## src/rtl/mfpin_pkg.sv

```systemverilog
package mfpin_pkg;

    // Per-pin routing selector codes
    localparam logic [3:0] SEL_NONE     = 4'h0;
    localparam logic [3:0] SEL_PCI_INT  = 4'h1;
    localparam logic [3:0] SEL_IRQ      = 4'h2;
    localparam logic [3:0] SEL_DMA_REQ  = 4'h3;
    localparam logic [3:0] SEL_DMA_GNT  = 4'h4;
    localparam logic [3:0] SEL_LED      = 4'h5;
    localparam logic [3:0] SEL_EVT_REQ  = 4'h6;
    localparam logic [3:0] SEL_EVT_GNT  = 4'h7;
    localparam logic [3:0] SEL_RING     = 4'h8;
    localparam logic [3:0] SEL_VIDEO    = 4'h9;

    localparam int          NUM_PINS    = 8;
    localparam logic [31:0] ROUTE_RESET = 32'h0000_0000;

    // Pin indices with fixed functions
    localparam int PIN_INTA = 0;
    localparam int PIN_INTB = 1;
    localparam int PIN_INTC = 2;
    localparam int PIN_GNT0 = 2;
    localparam int PIN_GNT1 = 3;
    localparam int PIN_REQ0 = 0;
    localparam int PIN_REQ1 = 4;
    localparam int PIN_REQ2 = 7;
    localparam int PIN_RING = 7;

    // Per-pin source levels for routable functions
    typedef struct packed {
        logic [7:0] irq;
        logic [7:0] led;
        logic [7:0] video;
        logic [2:0] pci_int;
        logic       evt_req;
        logic       evt_gnt;
        logic       ring;
        logic       pme;
        logic       dma_req;
    } sources_t;

    typedef struct packed {
        logic [7:0] out;
        logic [7:0] oe;
    } pin_drive_t;

endpackage

```

## src/rtl/mfpin_router.sv

```systemverilog
`timescale 1ns/1ns
// Operation
// - Parallel mode drives INTA on pin 0, INTB pin 1, INTC pin 2.
// - After reset pins 0 to 2 are inputs and do not drive until a route selects an output function.
// - Serial interrupt output carries legacy IRQs, optionally PCI interrupts.
// - Each pin outputs the function its routing field selects where pin and mode allow it, except SEL_EVT_GNT and SEL_DMA_GNT, which leave the pin undriven.
// - A pin with secondary function enabled is not driven by the router.
// - Dedicated ring/PME output; ring may alternatively route to pin 7.
// - Device drives DMA request; controller answers on DMA grant.
// - DMA grant taken from pin 2 or pin 3 as configured.
// - DMA request presented on pin 7, pin 4 or pin 0 as configured.
// - EEPROM and DMA handshakes never own the same pin together.
// - After reset pins 4 and 5 are high-impedance inputs.
module mfpin_router (
    // Clock and reset
    input  wire logic                  mclk,
    input  wire logic                  resetn,
    input  wire logic                  clk_en,
    // Configuration
    input  wire logic [31:0]           route_cfg,
    input  wire logic [7:0]            secondary_en,
    input  wire logic                  parallel_pci,
    input  wire logic                  serial_pci_en,
    input  wire logic                  ring_on_pin7,
    input  wire logic                  eeprom_active,
    // Function sources
    input  wire mfpin_pkg::sources_t   src,
    input  wire logic [15:0]           serial_slots,
    // Multifunction pins
    input  wire logic [7:0]            multi_pin_in,
    output logic [7:0]                 multi_pin_out,
    output logic [7:0]                 multi_pin_oe,
    // Dedicated terminals
    output logic [18:0]                serial_irq_line,
    output logic                       ring_indicate_output,
    output logic                       dma_grant_in,
    output logic [7:0]                 gp_in
);

    ////////////////////////////////////////////////////////////////////////////
    // Route register and input synchronisers
    logic [31:0] route;
    logic [7:0]  sync1;
    logic [7:0]  sync2;
    logic [7:0]  sync3;
    logic [7:0]  pin_level;

    always_ff @(posedge mclk or negedge resetn) begin
        if (!resetn) begin
            route <= mfpin_pkg::ROUTE_RESET;
        end else if (clk_en) begin
            route <= route_cfg;
        end
    end

    always_ff @(posedge mclk or negedge resetn) begin
        if (!resetn) begin
            sync1 <= 8'h00;
            sync2 <= 8'h00;
            sync3 <= 8'h00;
        end else if (clk_en) begin
            sync1 <= multi_pin_in;
            sync2 <= sync1;
            sync3 <= sync2;
        end
    end

    // Accept a change once second and third stages agree
    always_ff @(posedge mclk or negedge resetn) begin
        if (!resetn) begin
            pin_level <= 8'h00;
        end else if (clk_en) begin
            pin_level <= (sync2 & sync3) | (pin_level & (sync2 | sync3));
        end
    end

    ////////////////////////////////////////////////////////////////////////////
    // Per-pin selection
    logic [7:0] next_out;
    logic [7:0] next_oe;
    logic [7:0] is_gnt;

    genvar i;
    generate
        for (i = 0; i < mfpin_pkg::NUM_PINS; i++) begin : g_pin
            wire [3:0] sel     = route[4*i +: 4];
            wire       req_ok  = (i == mfpin_pkg::PIN_REQ0) || (i == mfpin_pkg::PIN_REQ1)
                                 || (i == mfpin_pkg::PIN_REQ2);
            wire       gnt_ok  = (i == mfpin_pkg::PIN_GNT0) || (i == mfpin_pkg::PIN_GNT1);
            wire       int_ok  = (i <= mfpin_pkg::PIN_INTC) && parallel_pci;
            wire       ring_ok = (i == mfpin_pkg::PIN_RING) && ring_on_pin7;
            wire       dma_pin = (req_ok && sel == mfpin_pkg::SEL_DMA_REQ)
                                 || (gnt_ok && sel == mfpin_pkg::SEL_DMA_GNT);
            wire       owned   = secondary_en[i] || (eeprom_active && dma_pin);
            logic      drv;
            logic      val;
            always_comb begin
                drv = 1'b1;
                val = 1'b0;
                unique case (sel)
                    mfpin_pkg::SEL_PCI_INT: begin
                        drv = int_ok;
                        val = (i <= mfpin_pkg::PIN_INTC) ? src.pci_int[i % 3] : 1'b0;
                    end
                    mfpin_pkg::SEL_IRQ:     val = src.irq[i];
                    mfpin_pkg::SEL_DMA_REQ: begin
                        drv = req_ok;
                        val = src.dma_req;
                    end
                    mfpin_pkg::SEL_LED:     val = src.led[i];
                    mfpin_pkg::SEL_EVT_REQ: val = src.evt_req;
                    mfpin_pkg::SEL_RING: begin
                        drv = ring_ok;
                        val = src.ring;
                    end
                    mfpin_pkg::SEL_VIDEO:   val = src.video[i];
                    default:                drv = 1'b0;
                endcase
            end
            assign next_oe[i]  = drv && !owned;
            assign next_out[i] = val && drv && !owned;
            assign is_gnt[i]   = gnt_ok && sel == mfpin_pkg::SEL_DMA_GNT && !owned;
        end
    endgenerate

    ////////////////////////////////////////////////////////////////////////////
    // Registered pin and terminal outputs
    wire       grant_sel = |(is_gnt & pin_level);
    wire [2:0] ser_pci   = serial_pci_en ? src.pci_int : 3'h0;

    always_ff @(posedge mclk or negedge resetn) begin
        if (!resetn) begin
            multi_pin_out        <= 8'h00;
            multi_pin_oe         <= 8'h00;
            serial_irq_line      <= 19'h00000;
            ring_indicate_output <= 1'b0;
            dma_grant_in         <= 1'b0;
            gp_in                <= 8'h00;
        end else if (clk_en) begin
            multi_pin_out        <= next_out;
            multi_pin_oe         <= next_oe;
            serial_irq_line      <= {ser_pci, serial_slots};
            ring_indicate_output <= (src.ring && !ring_on_pin7) || src.pme;
            dma_grant_in         <= grant_sel;
            gp_in                <= pin_level;
        end
    end

    ////////////////////////////////////////////////////////////////////////////
    // Checks
    property p_no_drive_reset;
        @(posedge mclk) disable iff (!resetn)
        $rose(resetn) |-> multi_pin_oe == 8'h00;
    endproperty
    a_no_drive_reset: assert property (p_no_drive_reset) else $error("pins drive at reset");

    property p_secondary_off;
        @(posedge mclk) disable iff (!resetn)
        (clk_en && secondary_en[0]) |=> !multi_pin_oe[0];
    endproperty
    a_secondary_off: assert property (p_secondary_off) else $error("secondary pin driven");

    property p_unassigned_off;
        @(posedge mclk) disable iff (!resetn)
        (clk_en && route[3:0] == mfpin_pkg::SEL_NONE) |=> !multi_pin_oe[0];
    endproperty
    a_unassigned_off: assert property (p_unassigned_off) else $error("idle pin driven");

    property p_eeprom_excl;
        @(posedge mclk) disable iff (!resetn)
        (clk_en && eeprom_active && route[31:28] == mfpin_pkg::SEL_DMA_REQ)
            |=> !multi_pin_oe[7];
    endproperty
    a_eeprom_excl: assert property (p_eeprom_excl) else $error("shared pin contention");

    property p_req_pins;
        @(posedge mclk) disable iff (!resetn)
        (clk_en && route[7:4] == mfpin_pkg::SEL_DMA_REQ) |=> !multi_pin_oe[1];
    endproperty
    a_req_pins: assert property (p_req_pins) else $error("request on bad pin");

    property p_inta;
        @(posedge mclk) disable iff (!resetn)
        (clk_en && parallel_pci && route[3:0] == mfpin_pkg::SEL_PCI_INT && !secondary_en[0])
            |=> multi_pin_oe[0] && multi_pin_out[0] == $past(src.pci_int[0]);
    endproperty
    a_inta: assert property (p_inta) else $error("INTA not routed");

    property p_ring;
        @(posedge mclk) disable iff (!resetn)
        (clk_en && src.pme) |=> ring_indicate_output;
    endproperty
    a_ring: assert property (p_ring) else $error("event output missing");

    property p_serial_pci;
        @(posedge mclk) disable iff (!resetn)
        (clk_en && !serial_pci_en) |=> serial_irq_line[18:16] == 3'h0;
    endproperty
    a_serial_pci: assert property (p_serial_pci) else $error("PCI ints in stream");

    property p_serial_slots;
        @(posedge mclk) disable iff (!resetn)
        clk_en |=> serial_irq_line[15:0] == $past(serial_slots);
    endproperty
    a_serial_slots: assert property (p_serial_slots) else $error("IRQ slots not carried");

    property p_irq_route;
        @(posedge mclk) disable iff (!resetn)
        (clk_en && route[23:20] == mfpin_pkg::SEL_IRQ && !secondary_en[5])
            |=> multi_pin_oe[5] && multi_pin_out[5] == $past(src.irq[5]);
    endproperty
    a_irq_route: assert property (p_irq_route) else $error("IRQ not on pin 5");

    property p_ring_pin7;
        @(posedge mclk) disable iff (!resetn)
        (clk_en && ring_on_pin7 && route[31:28] == mfpin_pkg::SEL_RING && !secondary_en[7])
            |=> multi_pin_oe[7] && multi_pin_out[7] == $past(src.ring);
    endproperty
    a_ring_pin7: assert property (p_ring_pin7) else $error("ring not on pin 7");

    property p_grant_taken;
        @(posedge mclk) disable iff (!resetn)
        (clk_en && route[11:8] == mfpin_pkg::SEL_DMA_GNT && !secondary_en[2] && !eeprom_active
            && pin_level[2]) |=> dma_grant_in;
    endproperty
    a_grant_taken: assert property (p_grant_taken) else $error("grant not taken");

    property p_grant_pin_idle;
        @(posedge mclk) disable iff (!resetn)
        (clk_en && route[15:12] == mfpin_pkg::SEL_DMA_GNT) |=> !multi_pin_oe[3];
    endproperty
    a_grant_pin_idle: assert property (p_grant_pin_idle) else $error("grant pin driven");

endmodule

```

## config.mk

```make
export PLATFORM = sky130hd
export DESIGN_NAME = mfpin_router
export DESIGN_NICKNAME = d
export VERILOG_FILES = /design/src/rtl/mfpin_pkg.sv /design/src/rtl/mfpin_router.sv
export SDC_FILE = /design/constraint.sdc
export NUM_CORES = 1
export LEC_CHECK = 0
export BUFFER_PORTS_ARGS = -buffer_cell sky130_fd_sc_hd__buf_2
export CAP_MARGIN = 25
export CORE_AREA = 3 3 99 101
export CTS_CLUSTER_SIZE = 12
export DETAILED_ROUTE_END_ITERATION = 12
export DIE_AREA = 0 0 102 104
export GPL_TIMING_DRIVEN = 0
export PLACE_DENSITY = 0.85
export SKIP_CTS_REPAIR_TIMING = 1
export SYNTH_ARGS = -nofsm -noshare
export SYNTH_HDL_FRONTEND = slang
export SYNTH_SLANG_ARGS = --single-unit
```

## constraint.sdc

```tcl
create_clock -name mclk -period 2.7 [get_ports mclk]
set_input_delay 0.54 -clock mclk [delete_from_list [all_inputs] [get_ports mclk]]
set_output_delay 0.54 -clock mclk [all_outputs]
set_load 0.01 [all_outputs]
```

==> results.tsv, run 1 <==
stage	metric	value	unit
logic_synthesis	ys_ff_latch	109	
logic_synthesis	syn_inst	434	
logic_synthesis	synth_compound_area_share	11.69	%
worst_setup_path	crit_start	route[6]	
placement	routabilityCongestion	0.9322	
logic_synthesis	syn-cell-area	5050	um2
logic_synthesis	synth_top_family_by_area	multiplexers	
finish	mostFrequentLayoutCells	buf_2 (154), dfrtp_1 (109), mux2_2 (70), inv_1 (29), a21oi_1 (23)	
floorplanning	start_util	55.44	%
clocking	cts_buffer_depth	2	
power_and_ir_drop	peakVddDrop	0.0003937	V
worst_setup_path	end_kind	flop	
detailed_routing	drtPass1Iterations	5	
sta	finalClockSkew	6.999	ps
logic_synthesis	synth_fa_ha_area_share	0	%
finish	layout_commonest_cell	buf_2	
clocking	clockRootBuffer	clkbuf_8	
finish	nFillCells	723	
sta	relSlewSlack	56.22	%
detailed_routing	wl_per_cell	17.77	um
global_route	gr-total-overflow	0	
detailed_routing	finalWirelength	12.57	mm
floorplanning	row_count	35	
floorplanning	coreArea	9109	um2
logic_synthesis	synthArstFlopShare	100.0	%
power_and_ir_drop	power_leakage	2.868	nW
worst_hold_path	hold_class	primary input to asynchronous set/reset pin	
detailed_routing	via_per_inst	5.723	
logic_synthesis	synth-edff-count	0	
worst_setup_path	cp.arrival	1810	ps
finish	drive_gt1_share	41.85	%
logic_synthesis	synth_warnings	0	
worst_setup_path	worstSetupStartpointType	flop	
clocking	cts.sinks	109	
sta	final_max_slew_viol_count	0	
clocking	numCtsBuffers	9	
floorplanning	fp.dieW	102	um
placement	dp_slack	844.2	ps
worst_setup_path	cp_slowest_cell	dfrtp_1	
clocking	h-tree-depth	3	
logic_synthesis	synthMuxAreaShare	17.24	%
clocking	clkLatencyLatePin	370	ps
logic_synthesis	syn_avg_cell_area	11.64	um2
logic_synthesis	synth_area_leader_cell	dfrtp_1	
power_and_ir_drop	power_density	618.5	nW/um2
sta	finalSetupViolCount	0	
worst_setup_path	crit_chain	mux2_1 -> a311o_1 -> a21oi_1 -> o22ai_1	
logic_synthesis	synth-xor-area-share	0.3469	%
placement	dp_hpwl	9.209	mm
global_route	grt_pass1_wl	19.92	mm
floorplanning	die_area	10610	um2
sta	min_period_over_period	58.32	%
worst_setup_path	worstSetupPathType	flop to flop	
logic_synthesis	ys_types	57	
finish	fin_nets	693	
global_route	grt_pass1_vias	4081	
sta	setup_ws	1125	ps
worst_setup_path	rr_startpoint	route[6]	
floorplanning	ios	148	
sta	finalCriticalPeriod	1575	ps
sta	hold_viol_final	0	
worst_setup_path	critical-path-max-stage-delay	490	ps
global_route	busiest_layer	met2	
global_route	grt_util_met3	5.701	%
clocking	cts.clk_slew.worst_paths	110	ps
logic_synthesis	synth_area_leaders	dfrtp_1 (54%), mux2_2 (16%), a21oi_1 (2.3%), nand2b_1 (2.2%), nand3b_1 (2.2%)	
worst_setup_path	cp_max_fo	8	
global_route	grtUsageMet2	39.14	%
detailed_routing	drc	0	
logic_synthesis	synth-main-ff-cell	dfrtp_1	
placement	io_buffers	144	
global_route	grt_max_degree	63	
power_and_ir_drop	finalPower	3.805	mW
finish	area_growth	21.83	%
detailed_routing	vias	4046	
sta	timing.hold.ws	177.6	ps
job	cap_violations	0	
logic_synthesis	synth_fp_nets	537	
global_route	track_usage	23.87	%
detailed_routing	drt-initial-drc-count	138	
logic_synthesis	synth.top_cell.area_share	54.01	%
logic_synthesis	yosys.area_share.simple	12.49	%
sta	max_freq	635.0	MHz
floorplanning	die_y	104	um
status	outcome	finished clean	
sta	rsz0062_at_grt	false	
worst_setup_path	cp.required	2930	ps
logic_synthesis	synth_seq_area_share	54.01	%
sta	tightest_slew	656.7	ps
detailed_routing	detail-route-antenna-nets	0	
global_route	use_met1	32.16	%
clocking	cts_tree	yes	
global_route	antenna_found_initial	0	
sequential cells by signal, summed over array words and instances (netlist names):
name / flops
dma_grant_in: 1
sync2: 8
route: 32
sync1: 8
gp_in: 8
serial_irq_line: 19
sync3: 8
ring_indicate_output: 1
multi_pin_oe: 8
pin_level: 8
multi_pin_out: 8
cells by family after synthesis:
| logic type | Yosys count |
|---|---|
| buffers and inverters | 51 |
| AO/OA/AOI/OAI | 93 |
| multiplexers | 78 |
| AND/OR/NAND/NOR | 101 |
| XOR/XNOR | 2 |
| flip-flops | 109 |
layout make-up:
class	count	area, um2	area share, %
multi-input cells	274	2110	34.29
clock inverters	4	55.05	0.8949
diodes	1	2.502	0.04068
plain buffers	22	103.9	1.688
flip-flops and latches	109	2728	44.34
clock buffers	12	155.1	2.522
well taps	111	138.9	2.257
inverters	29	108.9	1.769
repair buffers	145	750.7	12.20
per-stage QoR:
| stage | instances | util [%] | TNS [ps] | area (um2) |
|---|---|---|---|---|
| 2_1_floorplan | 434 | - | 0 | 5050 |
| 3_3_place_gp | 689 | 64.88 | -8946 | 5909 |
| 3_5_place_dp | 690 | 65.21 | 0 | 5939 |
| 4_1_cts | 706 | 67.51 | 0 | 6150 |
| 5_1_grt | 706 | 67.51 | 0 | 6150 |
| 6_report | 707 | 67.54 | 0 | 6152 |
Yosys cell counts, types with 4 or more instances:
cell        n
dfrtp_1   109
mux2_2     70
inv_1      29
a21oi_1    23
o21ai_0    21
nand2b_1   18
nand2_1    15
nand3b_1   15
nor2_1     13
buf_2      11
o21ai_1    11
nor2b_1    10
clkbuf_1    7
mux2i_1     6
nor4bb_1    6
o22ai_1     6
a31oi_1     5
nand3_1     4
nor3_1      4
path summary, 6_finish.rpt:
path	end	slack, ps	depth (start not counted)
setup reg to reg	multi_pin_out[1]	1130	4
max in group asynchronous	pin_level[7]	1800	2
min in group mclk	route[10]	390	2
setup / recovery	multi_pin_out[1]	1130	4
hold reg to reg	serial_irq_line[13]	510	1
hold / removal	route[12]	180	1
per-layer routing:
metal / routed length [um] / share of wire [%] / vias to the layer above
li1: - / - / 1861
met1: 5171 / 41 / 1993
met2: 6213 / 49 / 177
met3: 1040 / 8.3 / 15
met4: 139 / 1.1 / 0
met5: 0 / 0 / -
worst max-delay path, delay by kind of cell, from the launching register on:
family,cells,cell delay [ps]
AO/OA/AOI/OAI,3,590
multiplexers,1,360
flip-flops,1,490
power breakdown:
| part | switching, mW | internal [mW] |
|---|---|---|
| clock network | 0.551 | 0.486 |
| logic | 0.356 | 0.382 |
| registers | 0.181 | 1.85 |
| total | 1.09 | 2.72 |
(Power assumes the default switching activity.)
==> run 2: changes to the inputs <==
ABC_AREA = 1   (was default)
CORE_AREA = 3 3 109 111   (was 3 3 99 101)
DIE_AREA = 0 0 112 114   (was 0 0 102 104)
PLACE_DENSITY = 0.76   (was 0.85)
clock period = 1.3 ns   (was 2.7 ns; I/O delays follow)
==> results.tsv, run 2 <==
stage	metric	value	unit
status	outcome	finished with violations	
status	violations	hold timing	
detailed_routing	detail-route-antenna-nets	0	
worst_setup_path	end_kind	output pin	
detailed_routing	wl_per_cell	13.51	um
sta	rsz0062_at_grt	false	
logic_synthesis	ys_ff_latch	109	
worst_setup_path	cp_slowest_cell	dfrtp_1	
sta	finalCriticalPeriod	1195	ps
logic_synthesis	syn_avg_cell_area	7.635	um2
clocking	cts_tree	yes	
logic_synthesis	synth-edff-count	0	
clocking	cts.sinks	109	
worst_setup_path	critical-path-max-stage-delay	410	ps
worst_setup_path	cp.required	1040	ps
global_route	grt_max_degree	61	
finish	fin_nets	938	
floorplanning	row_count	38	
worst_setup_path	endpoint	serial_irq_line[16]	
worst_setup_path	worstSetupPathType	flop to output pin	
worst_setup_path	crit_chain	buf_2	
sta	fin_setup_tns	0	ps
sta	tightest_slew	666.1	ps
worst_setup_path	r2r_setup_slack	120	ps
power_and_ir_drop	power_density	1187	nW/um2
sta	finalSetupViolCount	0	
clocking	cts.clk_slew.worst_paths	120	ps
clocking	numCtsBuffers	9	
finish	seqCellArea	2730	um2
global_route	track_usage	20.95	%
power_and_ir_drop	power_leakage	3.577	nW
finish	layout_commonest_cell	nand2_1	
detailed_routing	finalWirelength	13.25	mm
placement	routabilityCongestion	0.9162	
floorplanning	die_area	12770	um2
detailed_routing	vias	4807	
worst_setup_path	rr_startpoint	route[1]	
floorplanning	start_util	47.54	%
worst_setup_path	r2r_cells	8	
global_route	grt_pass1_wl	21.62	mm
finish	nFillCells	1067	
logic_synthesis	ys_types	20	
clocking	clkLatencyLatePin	370	ps
worst_setup_path	cp_max_fo	2	
floorplanning	coreArea	10890	um2
worst_setup_path	critPathBufInv	1	
logic_synthesis	synth_fp_nets	781	
logic_synthesis	synth_warnings	0	
finish	final_core_utilization	58.16	%
detailed_routing	drc	0	
sta	hold_viol_final	49	
placement	io_buffers	145	
floorplanning	fp.dieW	112	um
clocking	clockRootBuffer	clkbuf_8	
logic_synthesis	synth_common_cells	nand2_1 (292), dfrtp_1 (109), nor2_1 (57)	
sta	max_freq	836.8	MHz
worst_setup_path	reg2reg_to	multi_pin_out[0]	
global_route	gr-total-overflow	0	
placement	dp_slack	-64.75	ps
finish	final_area	6332	um2
sta	timing.hold.ws	-97.21	ps
sta	min_period_over_period	91.93	%
logic_synthesis	synth-main-ff-cell	dfrtp_1	
finish	multi_input_area	2165	um2
power_and_ir_drop	finalPower	7.515	mW
worst_hold_path	hold_class	primary input to asynchronous set/reset pin	
logic_synthesis	syn_inst	678	
sta	finalClockSkew	14.08	ps
finish	top_register	route	
placement	placed_area	6107	um2
global_route	grt_pass1_vias	4490	
logic_synthesis	synth.top_cell.area_share	52.70	%
placement	dp_hpwl	9.822	mm
finish	mostFrequentLayoutCells	nand2_1 (292), buf_2 (159), dfrtp_1 (107), nor2_1 (54), nand3_1 (54)	
floorplanning	die_y	114	um
sta	final_max_slew_viol_count	0	
detailed_routing	drt-initial-drc-count	336	
worst_setup_path	crit_start	serial_irq_line[16]	
finish	largest_register_ffs	32	
worst_setup_path	cp.arrival	940	ps
detailed_routing	drtPass1Iterations	4	
global_route	antenna_found_initial	1	
sta	relSlewSlack	55.59	%
detailed_routing	via_per_inst	4.900	
worst_setup_path	critPathTopFamily	flip-flops	
worst_setup_path	path_depth	1	
job	cap_violations	0	
placement	place_inst	964	
clocking	cts_buffer_depth	2	
sta	setup_ws	105.0	ps
logic_synthesis	syn-cell-area	5176	um2
finish	drive_gt1_share	26.07	%
power_and_ir_drop	peakVddDrop	0.0007475	V
logic_synthesis	synthArstFlopShare	100.0	%
worst_setup_path	worstSetupStartpointType	flop	
clocking	h-tree-depth	3	
logic_synthesis	synth_seq_area_share	52.70	%
finish	reg_top3	route x32, serial_irq_line x19	
floorplanning	ios	148	
logic_synthesis	yosysMostFrequentCell	nand2_1	
logic_synthesis	synth_area_leaders	dfrtp_1 (53%), nand2_1 (21%), nand3_1 (5.2%), o21ai_0 (4.2%), nor2_1 (4.1%)	
finish	area_growth	22.33	%
finish	layout.cells.non_filler	981	
logic_synthesis	synth_area_leader_cell	dfrtp_1	
run 2: cell type report:
class,count,share of cell area (%)
Antenna cell,1,0.03952
Buffer,23,1.956
Clock buffer,9,1.956
Clock inverter,7,1.324
Inverter,46,2.727
Multi-Input combinational cell,500,34.18
Sequential cell,109,43.11
Tap cell,140,2.766
Timing Repair Buffer,146,11.93
run 2: per-layer routing:
metal | vias up | global-route usage [%] | part of all wire [%]
li1 | 2472 | - | -
met2 | 157 | 34.37 | 46
met5 | - | 0 | 0
met1 | 2164 | 29.42 | 45
met4 | 0 | 4.167 | 0.84
met3 | 14 | 4.138 | 7.3
run 2: worst min-delay path by stage:
stage / slack, ps / start / cells past startpoint / end
2_1_floorplan: -40 / resetn / 0 / dma_grant_in
3_3_place_gp: 450 / gp_in[5] / 2 / gp_in[5]
3_5_place_dp: 340 / resetn / 1 / multi_pin_out[1]
4_1_cts: -70 / resetn / 1 / multi_pin_out[1]
5_1_grt: -60 / resetn / 1 / multi_pin_oe[1]
6_report: -100 / resetn / 1 / multi_pin_out[1]
run 2: kinds of logic (layout without fill, tap and decap cells):
| kind of cell | after synthesis | in the layout | share of synthesized area, % |
|---|---|---|---|
| buffers and inverters | 69 | 231 | 5.729 |
| AO/OA/AOI/OAI | 65 | 65 | 6.841 |
| other | 0 | 1 | 0 |
| AND/OR/NAND/NOR | 435 | 435 | 34.74 |
| flip-flops | 109 | 109 | 52.70 |
run 2: power by group:
group          total [mW]  switching (mW)  internal, mW  leakage [nW]
sequential           4.02           0.278          3.74          1.38
combinational        1.32           0.811         0.514          2.10
clock                2.17            1.25         0.922        0.0955
total                7.52            2.34          5.17          3.58
